$ cat config.mk
export PLATFORM = sky130hd
export DESIGN_NAME = hpw_top
export DESIGN_NICKNAME = d
export VERILOG_FILES = /design/src/hw/hpw_pkg.sv /design/src/hw/hpw_top.sv /design/src/hw/hpw_fifo.sv
export VERILOG_INCLUDE_DIRS = /design/src /design/src/hw
export SDC_FILE = /design/constraint.sdc
export NUM_CORES = 1
export LEC_CHECK = 0
export BUFFER_PORTS_ARGS = -buffer_cell sky130_fd_sc_hd__buf_2
export CAP_MARGIN = 20
export CORE_ASPECT_RATIO = 0.8
export CORE_UTILIZATION = 40
export CTS_CLUSTER_DIAMETER = 100
export CTS_CLUSTER_SIZE = 25
export DETAILED_ROUTE_END_ITERATION = 10
export GPL_TIMING_DRIVEN = 0
export HOLD_SLACK_MARGIN = 0.03
export MAX_ROUTING_LAYER = met4
export PLACE_DENSITY = 0.67
export SKIP_LAST_GASP = 1
export SYNTH_ARGS = -nofsm -noshare
export SYNTH_HDL_FRONTEND = slang
export SYNTH_SLANG_ARGS = --single-unit
$ cat constraint.sdc
create_clock -name CLK_SYS -period 3.1 [get_ports CLK_SYS]
set_clock_uncertainty 0.05 [all_clocks]
set_input_delay 0.31 -clock CLK_SYS [delete_from_list [all_inputs] [get_ports CLK_SYS]]
set_output_delay 0.31 -clock CLK_SYS [all_outputs]
set_load 0.05 [all_outputs]
$ cat src/hw/hpw_defs.svh
// Constants for the host write port: widths, timing figures and cycle counts
`ifndef HPW_DEFS_SVH
`define HPW_DEFS_SVH

`define HPW_DATA_W 16
`define HPW_ADDR_W 7
`define HPW_STRAP_W 4
`define HPW_TXQ_DEPTH 32
`define HPW_TXQ_ADDR 7'h10
`define HPW_CNT_W 8

`define HPW_CLK_NS 40
`define HPW_T_CYCLE_NS 165
`define HPW_T_ASSERT_NS 32
`define HPW_T_GAP_NS 13
`define HPW_T_DSU_NS 7
`define HPW_T_STRAP_SU_NS 200
`define HPW_T_STRAP_HD_NS 10

`define HPW_CEIL_CYC(ns) ((((ns) + `HPW_CLK_NS - 1) / `HPW_CLK_NS) < 1 ? 1 : \
	(((ns) + `HPW_CLK_NS - 1) / `HPW_CLK_NS))
`define HPW_CYCLE_CYC `HPW_CEIL_CYC(`HPW_T_CYCLE_NS)
`define HPW_ASSERT_CYC `HPW_CEIL_CYC(`HPW_T_ASSERT_NS)
`define HPW_GAP_CYC `HPW_CEIL_CYC(`HPW_T_GAP_NS)
`define HPW_SYNC_SLACK 1

`endif

$ cat src/hw/hpw_pkg.sv
// Types shared by the host write port files
`include "hpw_defs.svh"
package hpw_pkg;
	typedef struct packed {
		logic to_queue;
		logic [`HPW_ADDR_W-1:0] addr;
		logic [`HPW_DATA_W-1:0] data;
	} hpw_wr_t;

	typedef enum logic [1:0] {
		ST_IDLE,
		ST_ACTIVE,
		ST_GAP
	} hpw_state_t;
endpackage : hpw_pkg

$ cat src/hw/hpw_top.sv
// Host programmed write port with direct transmit queue path and strap capture
`timescale 1ns/1ps
`include "hpw_defs.svh"

// Function
// - Every host write, register or queue, is one 16-bit word taken through this write cycle.
// - A cycle starts only when select and strobe are both low, whichever falls last.
// - A cycle ends when select, strobe or both rise, in any order.
// - Data is captured at the release ending the cycle, valid from 7 ns before it; the code keeps the last clock sample with select and strobe both low.
// - With queue select high the address is not decoded and the word goes to the TX FIFO.
// - Straps are taken at reset release, held from 200 ns before to 10 ns after it.
module hpw_top #(
	parameter int STRAP_W = `HPW_STRAP_W,
	parameter int TXQ_DEPTH = `HPW_TXQ_DEPTH
) (
	// Clock and reset
	input wire logic CLK_SYS,
	input wire logic RESET_N,
	// Host pins
	input wire logic DEVICE_SELECT_LOW,
	input wire logic WRITE_STROBE_LOW,
	input wire logic QUEUE_SELECT,
	input wire logic [`HPW_ADDR_W-1:0] HOST_ADDR,
	input wire logic [`HPW_DATA_W-1:0] HOST_DATA,
	// Configuration straps
	input wire logic [STRAP_W-1:0] CFG_STRAP_IN,
	output logic [STRAP_W-1:0] CFG_STRAP,
	output logic CFG_STRAP_VALID,
	// Register write port
	output logic REG_WR_VALID,
	output logic [`HPW_ADDR_W-1:0] REG_WR_ADDR,
	output logic [`HPW_DATA_W-1:0] REG_WR_DATA,
	// Transmit queue stream
	output logic TXQ_VALID,
	input wire logic TXQ_READY,
	output logic [`HPW_DATA_W-1:0] TXQ_DATA,
	// Status
	output logic WR_ACTIVE,
	output logic TXQ_OVERFLOW,
	output logic TIMING_ERR,
	output logic [15:0] TXQ_WORDS
);
	localparam logic [`HPW_CNT_W-1:0] CYCLE_MIN =
		`HPW_CNT_W'(`HPW_CYCLE_CYC - `HPW_SYNC_SLACK);
	localparam logic [`HPW_CNT_W-1:0] ASSERT_MIN = `HPW_CNT_W'(`HPW_ASSERT_CYC);
	localparam logic [`HPW_CNT_W-1:0] GAP_MIN = `HPW_CNT_W'(`HPW_GAP_CYC);

	// Pin synchronisers
	logic [1:0] cs_sync_q;
	logic [1:0] wr_sync_q;
	hpw_pkg::hpw_wr_t bus_meta_q;
	hpw_pkg::hpw_wr_t bus_q;
	logic [STRAP_W-1:0] strap_meta_q;
	logic [STRAP_W-1:0] strap_sync_q;

	// Cycle tracking
	hpw_pkg::hpw_state_t state_q;
	hpw_pkg::hpw_state_t state_d;
	logic active;
	logic cyc_start;
	logic cyc_end;
	hpw_pkg::hpw_wr_t word_q;

	// Queue staging
	logic pend_q;
	hpw_pkg::hpw_wr_t pend_word_q;
	logic fifo_in_ready;
	logic queue_end;
	logic pend_load;
	logic queue_hit;

	// Timing monitor
	logic [`HPW_CNT_W-1:0] phase_cnt_q;
	logic [`HPW_CNT_W-1:0] cycle_cnt_q;
	logic seen_cycle_q;
	logic short_assert;
	logic short_gap;
	logic short_cycle;

	// Reset release tracking
	logic [1:0] rel_q;

	// Both control pins pass two flops; nothing reads the first stage
	always_ff @(posedge CLK_SYS or negedge RESET_N) begin
		if (!RESET_N) begin
			cs_sync_q <= 2'h3;
			wr_sync_q <= 2'h3;
		end else begin
			cs_sync_q <= {cs_sync_q[0], DEVICE_SELECT_LOW};
			wr_sync_q <= {wr_sync_q[0], WRITE_STROBE_LOW};
		end
	end

	// Address, queue select and data share the control pins' latency
	always_ff @(posedge CLK_SYS or negedge RESET_N) begin
		if (!RESET_N) begin
			bus_meta_q <= '0;
			bus_q <= '0;
		end else begin
			bus_meta_q <= '{to_queue: QUEUE_SELECT, addr: HOST_ADDR, data: HOST_DATA};
			bus_q <= bus_meta_q;
		end
	end

	// Joint assertion of select and strobe frames the cycle
	assign active = ~cs_sync_q[1] & ~wr_sync_q[1];

	// Gap state lets a back-to-back start skip the idle state
	always_comb begin
		state_d = state_q;
		case (state_q)
			hpw_pkg::ST_IDLE: begin
				if (active) begin
					state_d = hpw_pkg::ST_ACTIVE;
				end
			end
			hpw_pkg::ST_ACTIVE: begin
				if (!active) begin
					state_d = hpw_pkg::ST_GAP;
				end
			end
			hpw_pkg::ST_GAP: begin
				if (active) begin
					state_d = hpw_pkg::ST_ACTIVE;
				end else begin
					state_d = hpw_pkg::ST_IDLE;
				end
			end
			default: begin
				state_d = hpw_pkg::ST_IDLE;
			end
		endcase
	end

	always_ff @(posedge CLK_SYS or negedge RESET_N) begin
		if (!RESET_N) begin
			state_q <= hpw_pkg::ST_IDLE;
		end else begin
			state_q <= state_d;
		end
	end

	assign cyc_start = (state_q != hpw_pkg::ST_ACTIVE) && active;
	assign cyc_end = (state_q == hpw_pkg::ST_ACTIVE) && !active;

	// Last sample seen inside the cycle is the word; the release sample may be stale
	always_ff @(posedge CLK_SYS or negedge RESET_N) begin
		if (!RESET_N) begin
			word_q <= '0;
		end else if (active) begin
			word_q <= bus_q;
		end
	end

	// Register writes leave as a one-cycle strobe at the end of the cycle
	always_ff @(posedge CLK_SYS or negedge RESET_N) begin
		if (!RESET_N) begin
			REG_WR_VALID <= 1'b0;
		end else begin
			REG_WR_VALID <= cyc_end && !queue_hit;
		end
	end

	// Address and data hold until the next cycle ends
	always_ff @(posedge CLK_SYS or negedge RESET_N) begin
		if (!RESET_N) begin
			REG_WR_ADDR <= '0;
			REG_WR_DATA <= '0;
		end else if (cyc_end) begin
			REG_WR_ADDR <= word_q.addr;
			REG_WR_DATA <= word_q.data;
		end
	end

	// Queue select bypasses decode; the queue port address also lands here
	assign queue_hit = word_q.to_queue || (word_q.addr == `HPW_TXQ_ADDR);
	assign queue_end = cyc_end && queue_hit;
	// Staging slot frees in the same cycle the FIFO accepts it
	assign pend_load = queue_end && (!pend_q || fifo_in_ready);

	always_ff @(posedge CLK_SYS or negedge RESET_N) begin
		if (!RESET_N) begin
			pend_q <= 1'b0;
			pend_word_q <= '0;
		end else if (pend_load) begin
			pend_q <= 1'b1;
			pend_word_q <= word_q;
		end else if (fifo_in_ready) begin
			pend_q <= 1'b0;
		end
	end

	// Host has no wait pin, so a full queue can only be reported, not stalled
	always_ff @(posedge CLK_SYS or negedge RESET_N) begin
		if (!RESET_N) begin
			TXQ_OVERFLOW <= 1'b0;
		end else begin
			TXQ_OVERFLOW <= queue_end && !pend_load;
		end
	end

	// Counts accepted words only; a dropped word never reaches it
	always_ff @(posedge CLK_SYS or negedge RESET_N) begin
		if (!RESET_N) begin
			TXQ_WORDS <= 16'h0000;
		end else if (pend_load) begin
			TXQ_WORDS <= TXQ_WORDS + 16'h0001;
		end
	end

	// Staging word plus FIFO hold one word more than the depth
	hpw_fifo #(
		.WIDTH(`HPW_DATA_W),
		.DEPTH(TXQ_DEPTH)
	) u_txq (
		.clk(CLK_SYS),
		.rst_n(RESET_N),
		.in_valid(pend_q),
		.in_ready(fifo_in_ready),
		.in_data(pend_word_q.data),
		.out_valid(TXQ_VALID),
		.out_ready(TXQ_READY),
		.out_data(TXQ_DATA)
	);

	// Phase length: cycles spent asserted or released since the last edge
	always_ff @(posedge CLK_SYS or negedge RESET_N) begin
		if (!RESET_N) begin
			phase_cnt_q <= '0;
		end else if (cyc_start || cyc_end) begin
			phase_cnt_q <= `HPW_CNT_W'(1);
		end else if (phase_cnt_q != '1) begin
			phase_cnt_q <= phase_cnt_q + `HPW_CNT_W'(1);
		end
	end

	// Start-to-start length of the host cycle
	always_ff @(posedge CLK_SYS or negedge RESET_N) begin
		if (!RESET_N) begin
			cycle_cnt_q <= '0;
			seen_cycle_q <= 1'b0;
		end else if (cyc_start) begin
			cycle_cnt_q <= `HPW_CNT_W'(1);
			seen_cycle_q <= 1'b1;
		end else if (cycle_cnt_q != '1) begin
			cycle_cnt_q <= cycle_cnt_q + `HPW_CNT_W'(1);
		end
	end

	// Phases shorter than a clock cannot be seen, so only whole clocks are judged
	assign short_assert = cyc_end && (phase_cnt_q < ASSERT_MIN);
	assign short_gap = cyc_start && (state_q == hpw_pkg::ST_GAP)
		&& (phase_cnt_q < GAP_MIN);
	assign short_cycle = cyc_start && seen_cycle_q && (cycle_cnt_q < CYCLE_MIN);

	// Diagnostic only; one clock of slack covers synchroniser jitter
	always_ff @(posedge CLK_SYS or negedge RESET_N) begin
		if (!RESET_N) begin
			TIMING_ERR <= 1'b0;
		end else begin
			TIMING_ERR <= short_assert || short_gap || short_cycle;
		end
	end

	// Status trails the pins by the synchroniser depth plus the state register
	assign WR_ACTIVE = (state_q == hpw_pkg::ST_ACTIVE);

	// Reset release seen two edges late, so straps sampled near the edge are kept
	always_ff @(posedge CLK_SYS or negedge RESET_N) begin
		if (!RESET_N) begin
			rel_q <= 2'h0;
		end else begin
			rel_q <= {rel_q[0], 1'b1};
		end
	end

	// Strap path has no reset so it keeps tracking the pins while reset is held
	always_ff @(posedge CLK_SYS) begin
		strap_meta_q <= CFG_STRAP_IN;
		strap_sync_q <= strap_meta_q;
	end

	// Last value synchronised before the release is the one kept
	always_ff @(posedge CLK_SYS) begin
		if (!rel_q[1]) begin
			CFG_STRAP <= strap_sync_q;
		end
	end

	always_ff @(posedge CLK_SYS or negedge RESET_N) begin
		if (!RESET_N) begin
			CFG_STRAP_VALID <= 1'b0;
		end else if (rel_q[1]) begin
			CFG_STRAP_VALID <= 1'b1;
		end
	end
endmodule : hpw_top

$ cat src/hw/hpw_fifo.sv
// Synchronous FIFO with valid/ready on both sides
`timescale 1ns/1ps
module hpw_fifo #(
	parameter int WIDTH = 16,
	parameter int DEPTH = 32
) (
	// Clock and reset
	input wire logic clk,
	input wire logic rst_n,
	// Fill side
	input wire logic in_valid,
	output logic in_ready,
	input wire logic [WIDTH-1:0] in_data,
	// Drain side
	output logic out_valid,
	input wire logic out_ready,
	output logic [WIDTH-1:0] out_data
);
	localparam int AW = $clog2(DEPTH);

	logic [WIDTH-1:0] mem [DEPTH];
	logic [AW:0] wr_q;
	logic [AW:0] rd_q;
	logic full;
	logic empty;
	logic push;
	logic pop;

	assign full = (wr_q[AW] != rd_q[AW]) && (wr_q[AW-1:0] == rd_q[AW-1:0]);
	assign empty = (wr_q == rd_q);
	assign in_ready = ~full;
	assign out_valid = ~empty;
	assign push = in_valid & ~full;
	assign pop = out_ready & ~empty;
	assign out_data = mem[rd_q[AW-1:0]];

	always_ff @(posedge clk) begin
		if (push) begin
			mem[wr_q[AW-1:0]] <= in_data;
		end
	end

	always_ff @(posedge clk or negedge rst_n) begin
		if (!rst_n) begin
			wr_q <= '0;
		end else if (push) begin
			wr_q <= wr_q + 1'b1;
		end
	end

	always_ff @(posedge clk or negedge rst_n) begin
		if (!rst_n) begin
			rd_q <= '0;
		end else if (pop) begin
			rd_q <= rd_q + 1'b1;
		end
	end
endmodule : hpw_fifo

==> results.md <==
* Outcome: finished, final reports clean
* Delay of the slowest cell on the worst path at 380 ps
* Max clock buf depth at 3
* Post-Syn Instances at ~1600
* Post-route antenna net violation count at 0
* Final Hold Vio Count at 0
* Most prevalent standard cell on the critical path: sky130_fd_sc_hd__buf_6
* I/O pin total at 98
* Most frequent standard cell in the layout excluding fill and tap cells: sky130_fd_sc_hd__edfxtp_1
* Area after DPL at 0.0288 sq mm
* Number of different library cells in the post-synthesis netlist at 53
* Die X at 290 um
* Share of cells above drive strength 1 at 0.226
* Number of rows in the core area at 83
* Cell family with most CP delay: buffers and inverters
* Cell with the biggest individual delay on the critical path: sky130_fd_sc_hd__dfrtp_1
* Area growth from synthesis to layout at 16.0%
* Global router's overall resource usage at 0.191
* Clock Latency Late Sink at approximately 600 ps
* Number of endpoints failing setup at the final stage at 0
* CTS tree: done
* Worst path depth at 8
* PortBufs at 97
* Master cell of the clock root buffer: sky130_fd_sc_hd__clkbuf_16
* Via count of the first global-routing pass at 14400
* Placeable core region at between 0.06 and 0.07 sq mm
* Die outline area at between 0.06 and 0.07 sq mm
* Initial Utilization at 0.409
* Category of the worst setup path capture point: output pin
* Placer's final routability congestion estimate at 0.874
* Largest net degree at the start of global routing at 122
* Clock transition at path regs at roughly 100 ps
* Power per Cell Area at 873 mW/mm^2
* DR pass1 iterations at 7
* Initial antenna violation count at 1
* Tightest Pin Transition at 1020 ps
* Setup repair after global routing missed its margin: true
* Number of vias after detailed routing at 14400
* Fin area at 0.0307 sq mm
* Sum of negative setup slack at 0 ps
* Ys async rst share at 0.244
* Worst IR Drop VDD at 0.793 mV
* Leakage dissipation at ~0.011 uW
* Htree depth at 1
* Required time at the worst-slack endpoint at around 2700 ps
* Data arrival, critical path at 2720 ps
* Maximum frequency from static timing analysis at 324 MHz
* Commonest register cell after synthesis: sky130_fd_sc_hd__edfxtp_1
* Starting DRC count in detailed routing at 1470
* Count of buffering cells on the critical path with inverters included at 4
* Remaining design rule violation count at 0
* Hold WC Path Type: primary input to asynchronous set/reset pin
* Area of the mapped netlist at 0.0265 sq mm
* Number of clock sinks at 693
* Top library cells by usage in the layout, fill and taps aside: sky130_fd_sc_hd__edfxtp_1 (516), sky130_fd_sc_hd__mux2i_1 (251), sky130_fd_sc_hd__dfrtp_1 (165), sky130_fd_sc_hd__buf_2 (89), sky130_fd_sc_hd__nand2_1 (89)
* Post-layout utilization of the core at 0.474
* Worst-case reg-to-reg path depth at 8
* DP HPWL at approximately 43000 um
* Number of buffers inserted during clock tree synthesis at 31
* Share of the cycle needed by the critical path after routing at 0.995
* Kind of start point of the critical path: flop
* Number of nets produced by synthesis at around 1600
* Time the final worst path needs with I/O delays and setup at between 3000 and 4000 ps
* First-pass GRT wire length at 91800 um
* Sequential-to-total area share from yosys stat at 0.751
* Relative slew slack at 0.320
* Total of max-cap violations at 0
* CP cell instances: buf_6, buf_12, buf_6, mux2i_1, a22oi_1, nand3_1, nand4_1, buf_6
* Final nets at 1840
* Total of flip-flops plus latches after synthesis at 693
* Largest fanout of any net on the critical path at 10
* Y dimension of the die at 232 um
* Detail-routed via count per cell at 5.42
* Type of the worst setup path: flop to output pin
* Filler cell count at 5447
* Residual overflow from global routing at 0
* Detailed Route WL at between 60000 and 70000 um
* EDFF count, synth at 516
* Yosys warnings at 0
* Average cell area after synthesis at 16.6 sq um
* Final Slew Violations at 0
* Routed wire length per instance at 23.4 um
## stage by stage
step	std cells	total power (uW)	setup slack [ps]	hold slack, ps
after detailed placement	2578	21100	-250	183
final	2658	26800	15.7	125
after CTS	2653	26400	-6.80	115
after global routing	2658	27700	-45.5	134
after floorplan	1594	17400	685	-35.6
after global placement	2541	20500	-802	264
## layer usage
| layer | GRT usage | vias to the layer above | part of all wire |
|---|---|---|---|
| li1 | - | 6430 | - |
| met1 | 0.266 | 7361 | 0.44 |
| met2 | 0.280 | 530 | 0.45 |
| met3 | 0.0528 | 80 | 0.095 |
| met4 | 0.0370 | 0 | 0.019 |
| met5 | - | - | 0 |
## kinds of logic after synthesis
logic type / Yosys count / share of synthesized area
AOI/OAI and AO/OA: 150 / 0.0412
other: 1 / 0.000142
and+or+nand+nor: 304 / 0.0557
DFF: 693 / 0.751
xor gates and xnor gates: 38 / 0.0129
buffers and inverters: 91 / 0.0158
muxes: 306 / 0.118
adders and majority gates: 11 / 0.00520
## Yosys cell counts, types with 2 or more instances
cell	n	area, sq um
sky130_fd_sc_hd__xor2_1	16	140
sky130_fd_sc_hd__dfstp_2	4	105
sky130_fd_sc_hd__nor3b_1	2	15.0
sky130_fd_sc_hd__a21oi_1	21	105
sky130_fd_sc_hd__a22oi_1	111	833
sky130_fd_sc_hd__ha_1	11	138
sky130_fd_sc_hd__and2_1	3	18.8
sky130_fd_sc_hd__nor2b_1	4	25.0
sky130_fd_sc_hd__or2_2	3	18.8
sky130_fd_sc_hd__nand3_2	3	30.0
sky130_fd_sc_hd__nor2_1	58	218
sky130_fd_sc_hd__nand3b_1	4	30.0
sky130_fd_sc_hd__inv_1	10	37.5
sky130_fd_sc_hd__o21ai_0	6	30.0
sky130_fd_sc_hd__nand2b_1	4	25.0
sky130_fd_sc_hd__nand4_1	22	138
sky130_fd_sc_hd__clkbuf_1	28	105
sky130_fd_sc_hd__or3b_2	2	17.5
sky130_fd_sc_hd__nor4b_1	3	26.3
sky130_fd_sc_hd__nand3_1	78	390
sky130_fd_sc_hd__a22o_1	2	17.5
sky130_fd_sc_hd__buf_2	39	195
sky130_fd_sc_hd__buf_6	3	33.8
sky130_fd_sc_hd__dfrtp_1	165	4130
sky130_fd_sc_hd__edfxtp_1	516	15500
sky130_fd_sc_hd__mux2i_1	258	2580
sky130_fd_sc_hd__dfxtp_1	8	160
sky130_fd_sc_hd__nand2_2	3	18.8
sky130_fd_sc_hd__and3_1	8	50.1
sky130_fd_sc_hd__xnor2_1	21	184
sky130_fd_sc_hd__nand2_1	89	334
sky130_fd_sc_hd__mux2_2	48	541
sky130_fd_sc_hd__buf_1	8	30.0
sky130_fd_sc_hd__nor3_1	11	55.1
sky130_fd_sc_hd__a31oi_1	4	25.0
## state kept, by name (all words and copies together), names as in the netlist, 8 cells and up
signal and flops:
cycle_cnt_q 8, u_txq.mem 512, pend_word_q 16, phase_cnt_q 8
word_q 24, bus_q 24, TXQ_WORDS 16, bus_meta_q 24
REG_WR_DATA 16
## final cells by class
class | instances | area [sq um] | area share
Clock inverter | 1 | 6.26 | 0.000204
Multi-Input combinational cell | 810 | 6560 | 0.214
Tap cell | 850 | 1060 | 0.0346
Clock buffer | 43 | 831 | 0.0270
Buffer | 78 | 669 | 0.0218
Inverter | 11 | 41.3 | 0.00134
Antenna cell | 1 | 2.50 | 0.0000815
Sequential cell | 693 | 19900 | 0.647
Timing Repair Buffer | 171 | 1650 | 0.0538
## power by group
part           switching, uW  internal, uW  total [uW]
logic                   6760          3710       10500
registers                707         11100       11800
clock network           2670          1870        4540
total                  10100         16700       26800
## timing repair
item / CTS / global route
endpoints found under the setup margin: 16 / 16
endpoints found under the hold margin: 138 / 0
gates resized for setup: 161 / 56
hold buffers: 32 / 0
setup buffers: 0 / 3
pin swaps: 13 / 14
## worst register-to-register path, delay by kind of cell, from the launching register on
kind / cells / cell delay (ps)
AND/OR/NAND/NOR: 3 / 1050
AO/OA/AOI/OAI: 1 / 160
flip-flops: 1 / 390
buffers and inverters: 3 / 690
XOR/XNOR: 1 / 180
## final timing paths
kind / startpoint / endpoint / slack [ps]
worst min-delay path: RESET_N / bus_meta_q[0] / 130
worst max register to register: u_txq.rd_q[0] / u_txq.mem[8][2] / 280
max in group asynchronous: RESET_N / rel_q[1] / 1980
worst min register to register: strap_meta_q[3] / strap_sync_q[3] / 290
worst max-delay path: u_txq.rd_q[1] / TXQ_DATA[0] / 20
min in group CLK_SYS: strap_meta_q[3] / strap_sync_q[3] / 290
Power figures use the tool's default switching activity.
